==> config.mk <==
export PLATFORM = sky130hd
export DESIGN_NAME = multilayer_ahb_crossbar
export DESIGN_NICKNAME = d
export VERILOG_FILES = /design/src/xbar_pkg.sv /design/src/multilayer_ahb_crossbar.sv
export SDC_FILE = /design/constraint.sdc
export NUM_CORES = 2
export LEC_CHECK = 0
export ABC_AREA = 1
export BUFFER_PORTS_ARGS = -buffer_cell sky130_fd_sc_hd__buf_2
export CAP_MARGIN = 20
export CORE_MARGIN = 3
export CORE_UTILIZATION = 30
export CTS_BUF_LIST = sky130_fd_sc_hd__clkbuf_16
export CTS_CLUSTER_DIAMETER = 80
export DETAILED_ROUTE_END_ITERATION = 6
export HOLD_SLACK_MARGIN = 0.12
export PLACE_DENSITY = 0.5
export SYNTH_ARGS = -nofsm -noshare
export SYNTH_HDL_FRONTEND = slang
export SYNTH_SLANG_ARGS = --single-unit
==> constraint.sdc <==
create_clock -name sys_clk -period 10.8 [get_ports sys_clk]
set_clock_uncertainty 0.2 [all_clocks]
set_input_delay 1.62 -clock sys_clk [delete_from_list [all_inputs] [get_ports sys_clk]]
set_output_delay 1.62 -clock sys_clk [all_outputs]
set_load 0.05 [all_outputs]
==> src/xbar_pkg.sv <==
package xbar_pkg;
	localparam int N_MST = 6;
	localparam int N_SLV = 3;
	localparam int SEL_MSB = 31;
	localparam int SEL_LSB = 30;
	localparam logic [1:0] SEL_NONE = 2'h3;
	localparam logic [1:0] HTRANS_IDLE = 2'h0;
	localparam logic [1:0] HTRANS_NONSEQ = 2'h2;
	localparam logic [2:0] HBURST_SINGLE = 3'h0;
	localparam logic [2:0] CC_PRIO_RST = 3'h0;
	localparam logic [2:0] RR_LAST_RST = 3'h5;

	typedef enum logic [1:0] {
		ARB_FIXED = 2'h0,
		ARB_PROG = 2'h1,
		ARB_PARK = 2'h2,
		ARB_RR = 2'h3
	} arb_mode_e;

	typedef enum logic [3:0] {
		M_IDLE = 4'h1,
		M_WDAT = 4'h2,
		M_WAIT = 4'h4,
		M_ERR = 4'h8
	} mst_state_e;

	typedef enum logic [2:0] {
		S_IDLE = 3'h1,
		S_ADDR = 3'h2,
		S_DATA = 3'h4
	} slv_state_e;

	typedef struct packed {
		logic [31:0] haddr;
		logic hwrite;
		logic [2:0] hsize;
		logic [2:0] hburst;
		logic [3:0] hprot;
		logic [1:0] htrans;
		logic [31:0] hwdata;
	} ahb_req_s;

	typedef struct packed {
		logic [31:0] hrdata;
		logic hready;
		logic hresp;
	} ahb_rsp_s;
endpackage
==> src/multilayer_ahb_crossbar.sv <==
`timescale 1ns/1ps
module multilayer_ahb_crossbar (
	// clock and reset
	input wire logic sys_clk,
	input wire logic reset,
	// master ports
	input xbar_pkg::ahb_req_s mst_req [xbar_pkg::N_MST],
	output xbar_pkg::ahb_rsp_s mst_rsp [xbar_pkg::N_MST],
	// slave ports
	output xbar_pkg::ahb_req_s slv_req [xbar_pkg::N_SLV],
	input xbar_pkg::ahb_rsp_s slv_rsp [xbar_pkg::N_SLV],
	// arbitration setup
	input xbar_pkg::arb_mode_e arb_mode [xbar_pkg::N_SLV],
	input wire logic [2:0] park_mst [xbar_pkg::N_SLV],
	input wire logic [2:0] mst_prio [xbar_pkg::N_MST],
	input wire logic [2:0] cc_prio_in,
	input wire logic cc_prio_load,
	// clock controller handshake
	input wire logic clock_ctrl_bus_request,
	output logic clock_ctrl_bus_grant
);
	xbar_pkg::mst_state_e mst_st [xbar_pkg::N_MST];
	xbar_pkg::ahb_req_s cap [xbar_pkg::N_MST];
	logic [1:0] sel [xbar_pkg::N_MST];
	logic [xbar_pkg::N_MST-1:0] mst_done;
	xbar_pkg::slv_state_e slv_st [xbar_pkg::N_SLV];
	logic [2:0] owner [xbar_pkg::N_SLV];
	logic [2:0] rr_last [xbar_pkg::N_SLV];
	logic [xbar_pkg::N_SLV-1:0] cc_hold;
	logic [xbar_pkg::N_SLV-1:0] slv_done;
	logic [xbar_pkg::N_MST-1:0] mreq [xbar_pkg::N_SLV];
	logic [2:0] cc_prio;

	// returns {found, index, rank}; lower rank wins in fixed and programmable modes
	function automatic logic [6:0] arb_pick(input logic [5:0] req, input xbar_pkg::arb_mode_e mode,
			input logic [2:0] lvl [xbar_pkg::N_MST], input logic [2:0] last, input logic [2:0] park);
		logic found;
		logic [2:0] idx;
		logic [2:0] best;
		int c;
		found = 1'b0;
		idx = 3'h0;
		best = 3'h7;
		for (int k = 0; k < xbar_pkg::N_MST; k++) begin
			c = (mode == xbar_pkg::ARB_RR) ? (int'(last) + 1 + k) % xbar_pkg::N_MST : k;
			if (req[c] && (!found || (mode == xbar_pkg::ARB_PROG && lvl[c] < best))) begin
				found = 1'b1;
				idx = 3'(c);
				best = lvl[c];
			end
		end
		if (mode == xbar_pkg::ARB_PARK && park < 3'(xbar_pkg::N_MST) && req[park]) begin
			found = 1'b1;
			idx = park;
		end
		return {found, idx, (mode == xbar_pkg::ARB_PROG) ? best : idx};
	endfunction

	always_ff @(posedge sys_clk) begin
		if (reset)
			cc_prio <= xbar_pkg::CC_PRIO_RST;
		else if (cc_prio_load)
			cc_prio <= cc_prio_in;
	end

	always_ff @(posedge sys_clk) begin
		if (reset)
			clock_ctrl_bus_grant <= 1'b0;
		else
			clock_ctrl_bus_grant <= clock_ctrl_bus_request && (&cc_hold);
	end

	generate
		for (genvar m = 0; m < xbar_pkg::N_MST; m++) begin : g_mst
			wire sel_ok = (sel[m] != xbar_pkg::SEL_NONE);
			wire accept = (mst_st[m] == xbar_pkg::M_IDLE) && mst_req[m].htrans[1];
			assign mst_done[m] = sel_ok && slv_done[sel[m]] && (owner[sel[m]] == 3'(m));

			always_ff @(posedge sys_clk) begin
				if (reset) begin
					mst_st[m] <= xbar_pkg::M_IDLE;
					mst_rsp[m] <= '{hrdata: 32'h0000_0000, hready: 1'b1, hresp: 1'b0};
					cap[m] <= '0;
					sel[m] <= 2'h0;
				end else begin
					unique case (mst_st[m])
						xbar_pkg::M_IDLE: begin
							mst_rsp[m].hresp <= 1'b0;
							if (accept) begin
								cap[m] <= mst_req[m];
								sel[m] <= mst_req[m].haddr[xbar_pkg::SEL_MSB:xbar_pkg::SEL_LSB];
								mst_rsp[m].hready <= 1'b0;
								mst_st[m] <= xbar_pkg::M_WDAT;
							end
						end
						xbar_pkg::M_WDAT: begin
							cap[m].hwdata <= mst_req[m].hwdata;
							if (!sel_ok) begin
								mst_rsp[m].hresp <= 1'b1;
								mst_st[m] <= xbar_pkg::M_ERR;
							end else begin
								mst_st[m] <= xbar_pkg::M_WAIT;
							end
						end
						xbar_pkg::M_WAIT: begin
							if (mst_done[m]) begin
								mst_rsp[m].hrdata <= slv_rsp[sel[m]].hrdata;
								if (slv_rsp[sel[m]].hresp) begin
									mst_rsp[m].hresp <= 1'b1;
									mst_st[m] <= xbar_pkg::M_ERR;
								end else begin
									mst_rsp[m].hready <= 1'b1;
									mst_st[m] <= xbar_pkg::M_IDLE;
								end
							end
						end
						xbar_pkg::M_ERR: begin
							mst_rsp[m].hready <= 1'b1;
							mst_st[m] <= xbar_pkg::M_IDLE;
						end
					endcase
				end
			end

			a_loser_stalls: assert property (@(posedge sys_clk) disable iff (reset)
				mst_st[m] == xbar_pkg::M_WAIT |-> !mst_rsp[m].hready)
				else $error("waiting master sees hready high");
			a_decode_reach: assert property (@(posedge sys_clk) disable iff (reset)
				(mst_st[m] == xbar_pkg::M_WDAT && sel_ok) |=> mst_st[m] == xbar_pkg::M_WAIT)
				else $error("decoded transfer not queued for its slave");
		end

		for (genvar s = 0; s < xbar_pkg::N_SLV; s++) begin : g_slv
			for (genvar m = 0; m < xbar_pkg::N_MST; m++) begin : g_req
				assign mreq[s][m] = (mst_st[m] == xbar_pkg::M_WAIT) && (sel[m] == 2'(s));
			end
			wire [6:0] pick = arb_pick(mreq[s], arb_mode[s], mst_prio, rr_last[s], park_mst[s]);
			wire found = pick[6];
			wire [2:0] win = pick[5:3];
			wire [2:0] rank = pick[2:0];
			wire cc_wins = clock_ctrl_bus_request && (!found || cc_prio <= rank);
			wire arb_now = (slv_st[s] == xbar_pkg::S_IDLE) && !cc_hold[s];
			assign slv_done[s] = (slv_st[s] == xbar_pkg::S_DATA) && slv_rsp[s].hready;

			always_ff @(posedge sys_clk) begin
				if (reset) begin
					slv_st[s] <= xbar_pkg::S_IDLE;
					owner[s] <= 3'h0;
					rr_last[s] <= xbar_pkg::RR_LAST_RST;
					cc_hold[s] <= 1'b0;
					slv_req[s] <= '0;
				end else begin
					unique case (slv_st[s])
						xbar_pkg::S_IDLE: begin
							if (cc_hold[s]) begin
								cc_hold[s] <= clock_ctrl_bus_request;
							end else if (cc_wins) begin
								cc_hold[s] <= 1'b1;
							end else if (found) begin
								owner[s] <= win;
								rr_last[s] <= win;
								slv_req[s] <= cap[win];
								slv_req[s].htrans <= xbar_pkg::HTRANS_NONSEQ;
								slv_req[s].hburst <= xbar_pkg::HBURST_SINGLE;
								slv_st[s] <= xbar_pkg::S_ADDR;
							end
						end
						xbar_pkg::S_ADDR: begin
							if (slv_rsp[s].hready) begin
								slv_req[s].htrans <= xbar_pkg::HTRANS_IDLE;
								slv_st[s] <= xbar_pkg::S_DATA;
							end
						end
						xbar_pkg::S_DATA: begin
							if (slv_rsp[s].hready)
								slv_st[s] <= xbar_pkg::S_IDLE;
						end
					endcase
				end
			end

			a_slave_no_own: assert property (@(posedge sys_clk) disable iff (reset)
				slv_req[s].htrans != xbar_pkg::HTRANS_IDLE |-> slv_st[s] == xbar_pkg::S_ADDR)
				else $error("slave port drives a transfer with no owner");
			a_port_concurrent: assert property (@(posedge sys_clk) disable iff (reset)
				(arb_now && !clock_ctrl_bus_request && mreq[s] != 6'h00)
				|=> slv_st[s] == xbar_pkg::S_ADDR)
				else $error("free port did not serve its requester");
			a_fixed_winner: assert property (@(posedge sys_clk) disable iff (reset)
				(arb_now && !clock_ctrl_bus_request && arb_mode[s] == xbar_pkg::ARB_FIXED
				&& mreq[s] != 6'h00)
				|=> ($past(mreq[s]) & ((6'h01 << owner[s]) - 6'h01)) == 6'h00)
				else $error("lower priority master granted");
			a_park_winner: assert property (@(posedge sys_clk) disable iff (reset)
				(arb_now && !clock_ctrl_bus_request && arb_mode[s] == xbar_pkg::ARB_PARK
				&& park_mst[s] < 3'h6 && mreq[s][park_mst[s]])
				|=> owner[s] == $past(park_mst[s]))
				else $error("parked master not preferred");
			a_hold_exclusive: assert property (@(posedge sys_clk) disable iff (reset)
				(cc_hold[s] && clock_ctrl_bus_request) |=> cc_hold[s] && slv_st[s] == xbar_pkg::S_IDLE)
				else $error("held port given away");
		end
	endgenerate

	a_grant_needs_hold: assert property (@(posedge sys_clk) disable iff (reset)
		$rose(clock_ctrl_bus_grant) |-> $past(&cc_hold) && $past(clock_ctrl_bus_request))
		else $error("grant raised without every port held");
	a_grant_quiet: assert property (@(posedge sys_clk) disable iff (reset)
		clock_ctrl_bus_grant |-> (slv_req[0].htrans == xbar_pkg::HTRANS_IDLE
		&& slv_req[1].htrans == xbar_pkg::HTRANS_IDLE && slv_req[2].htrans == xbar_pkg::HTRANS_IDLE
		&& slv_done == 3'h0))
		else $error("transfer outstanding under grant");
	a_release_grant: assert property (@(posedge sys_clk) disable iff (reset)
		!clock_ctrl_bus_request |=> !clock_ctrl_bus_grant && cc_hold == 3'h0)
		else $error("grant or hold kept after request dropped");
	a_prio_default: assert property (@(posedge sys_clk)
		$fell(reset) |-> cc_prio == 3'h0)
		else $error("clock request priority not highest after reset");
endmodule

==> qor.csv <==
metric;value;unit
critPathCaptureType;flop;
drt-initial-drc-count;7261;
final_cells;12400;
synth-async-reset-ratio;0;%
yosys.cell_count.top_type;nand2_1;
max_stage_delay;0.45;ns
first_pass_iters;7;
synth_area;58600;um2
hold_violations;0;
placed_cell_area;68300;um2
r2r_setup_slack;0.49;ns
ys_seq_area_share;39.3;%
groute.usage.overall;30.2;%
timing.final.crit_share;95.5;%
n_fill_cell;20400;
cp_slowest_cell;edfxtp_1;
avgRoutedWirePerCell;26.3;um
max-vdd-ir-drop;0.000297;V
antenna_left;0;
grt-busiest-layer;met2;
final_max_slew_viol_count;0;
io_pins;1040;
avgSynthCellArea;6.84;um2
cts.path.max_buffers;3;
min_path_type;flop to flop;
p_switching;8.59;mW
path_max_fanout;10;
seqPwrFrac;24.2;%
leakagePower;38.0;nW
nets;10500;
cp-start-kind;flop;
rsz0062_at_grt;yes;
synthDistinctLibCells;69;
fmax;97.0;MHz
cts_sinks;910;
gp_congestion;0.963;
status;complete, but fails checks;
cts_root_buffer;clkbuf_16;
dp.cells;12100;
post-dp-hpwl;223000;um
synth-edff-count;480;
grt_pass1_vias;61800;
p_per_area;234;nW/um2
ys_seq_elements;910;
synthFlopType;edfxtp_1;
synth_common_cells;nand2_1 (2324), nand3_1 (1231), inv_1 (1212), nor2_1 (747), edfxtp_1 (480);
cts_hold_buf;0;
combPwrFrac;53.5;%
power_frac_clock;22.3;%
cts_max_level;3;
clk_latency;0.81;ns
p_int;8.98;mW
drc;1;
yosys_warnings;0;
routed_wirelength;328000;um
worst_pin_slew;1.29;ns
die-area;201000;um2
cts_buffers;113;
overflow;0;
grt_pass1_wl;443000;um
maxCapViolCount;0;
initial_utilization;30.3;%
failed_checks;design-rule violations;
dieWidth;448;um
synth_top_area_share;24.6;%
cp_common_cell;nand2_1;
core_area;193000;um2
grt_util_met1;37.0;%
switching_share;48.9;%
drt-vias-per-instance;5.36;
port_buffers;1003;
grtUsageMet3;5.67;%
drive_gt1_share;21.6;%
relSlewSlack;13.7;%
met2_usage;46.1;%
syn2layout_area_growth;28.0;%
cp.arrival;10.83;ns
antenna_found_initial;105;
period_needed;10.31;ns
worstPathRequired;11.32;ns
final_area;74900;um2
path_clk_slew;0.07;ns
cts_tree;built;
synthTopCellsByArea;edfxtp_1 (25%), nand2_1 (15%), dfxtp_1 (15%);
syn_inst;8566;
die_y;448;um
yosys.area.top_type;edfxtp_1;
finalSetupViolCount;0;
rows;161;
vias;66700;
grt_max_degree;153;
critPathKind;flop to flop;
[worst max-delay path: cells and delay by family, from the launching register on]
kind	cells	cell delay, ns
compound gates	14	2.47
simple gates	38	3.27
fa+ha+maj	9	2.33
buf+inv	12	1.44
flops	1	0.45
[layout by cell type, fill, tap and decap left out, drive strengths merged, types with 3 or more instances in the layout]
cell type,instances
a211oi,52
a21boi,138
a21oi,406
a221oi,60
a22oi,18
a31oi,31
a32o,10
a41oi,4
and2,3
and3,3
buf,1543
bufinv,9
clkbuf,139
clkinv,57
clkinvlp,8
conb,12
dfxtp,430
diode,71
edfxtp,480
ha,101
inv,1279
nand2,2373
nand3,1252
nand3b,6
nand4,26
nor2,753
nor3,37
nor4,10
o2111ai,8
o211ai,29
o21a,6
o21ai,402
o221ai,55
o22ai,36
o31ai,15
or2,25
xnor2,5
xor2,17
[worst paths after layout]
path,from,end,cells after the start
worst min register to register,slv_req[229],slv_req[229],2
worst max-delay path,rr_last[2][1],slv_req[36],73
worst min-delay path,slv_req[229],slv_req[229],2
worst max register to register,rr_last[2][1],slv_req[36],73
[registers in the layout, indices dropped and copies added, names as in the netlist]
register / count
cap: 426
cc_hold: 3
cc_prio: 3
clock_ctrl_bus_grant: 1
mst_rsp: 204
mst_st: 24
owner: 7
rr_last: 8
sel: 6
slv_req: 219
slv_st: 9
[cells by family after synthesis]
family,after synthesis,share of synthesized area (%)
and+or+nand+nor,4488,32.4
buffers and inverters,1764,12.5
AOI/OAI and AO/OA,1279,13.2
DFF,910,39.3
adders and majority gates,101,2.16
xor gates and xnor gates,22,0.374
other,1,0.00640
muxes,1,0.0171
[per-stage QoR]
stage	total power, mW	setup WS [ns]	hold WS, ns	TNS (ns)	utilization [%]
after CTS	16.9	0.000876	0.239	0	37.4
after floorplan	9.84	0.265	0.239	0	-
after global routing	18.4	-0.152	0.252	-10.54	38.7
final	17.6	0.490	0.237	0	38.8
after detailed placement	13.0	-0.583	0.230	-111.57	35.3
after global placement	12.9	-0.581	0.218	-103.18	35.3
[power groups by stage]
stage	Clock, mW	Combinational [mW]	Sequential, mW
6_report	3.92	9.40	4.26
2_1_floorplan	0	4.95	4.89
4_1_cts	3.96	8.73	4.25
3_3_place_gp	0	8.60	4.32
5_1_grt	4.10	10.1	4.28
3_5_place_dp	0	8.65	4.32
[per-layer routing]
| metal | up-vias | share of wire (%) |
|---|---|---|
| met5 | - | 0.065 |
| met1 | 31600 | 38 |
| li1 | 30300 | - |
| met4 | 32 | 9.0 |
| met3 | 893 | 8.5 |
| met2 | 3849 | 44 |
[cell type report]
cell class,count,area [um2],area share (%)
clock buffer,117,2930,3.91
tap,2526,3160,4.22
antenna,71,178,0.237
multi-input combinational,5903,29700,39.6
clock inverter,99,840,1.12
inverter,1254,4760,6.35
timing repair buffer,1565,10400,13.9
sequential,910,23000,30.7
[timing repair]
action,CTS,global route
gates resized for setup,35,305
buffers inserted,12,54
pin swaps,4,101
cloned,0,29
endpoints found under the setup margin,242,266
(Power assumes the default switching activity.)
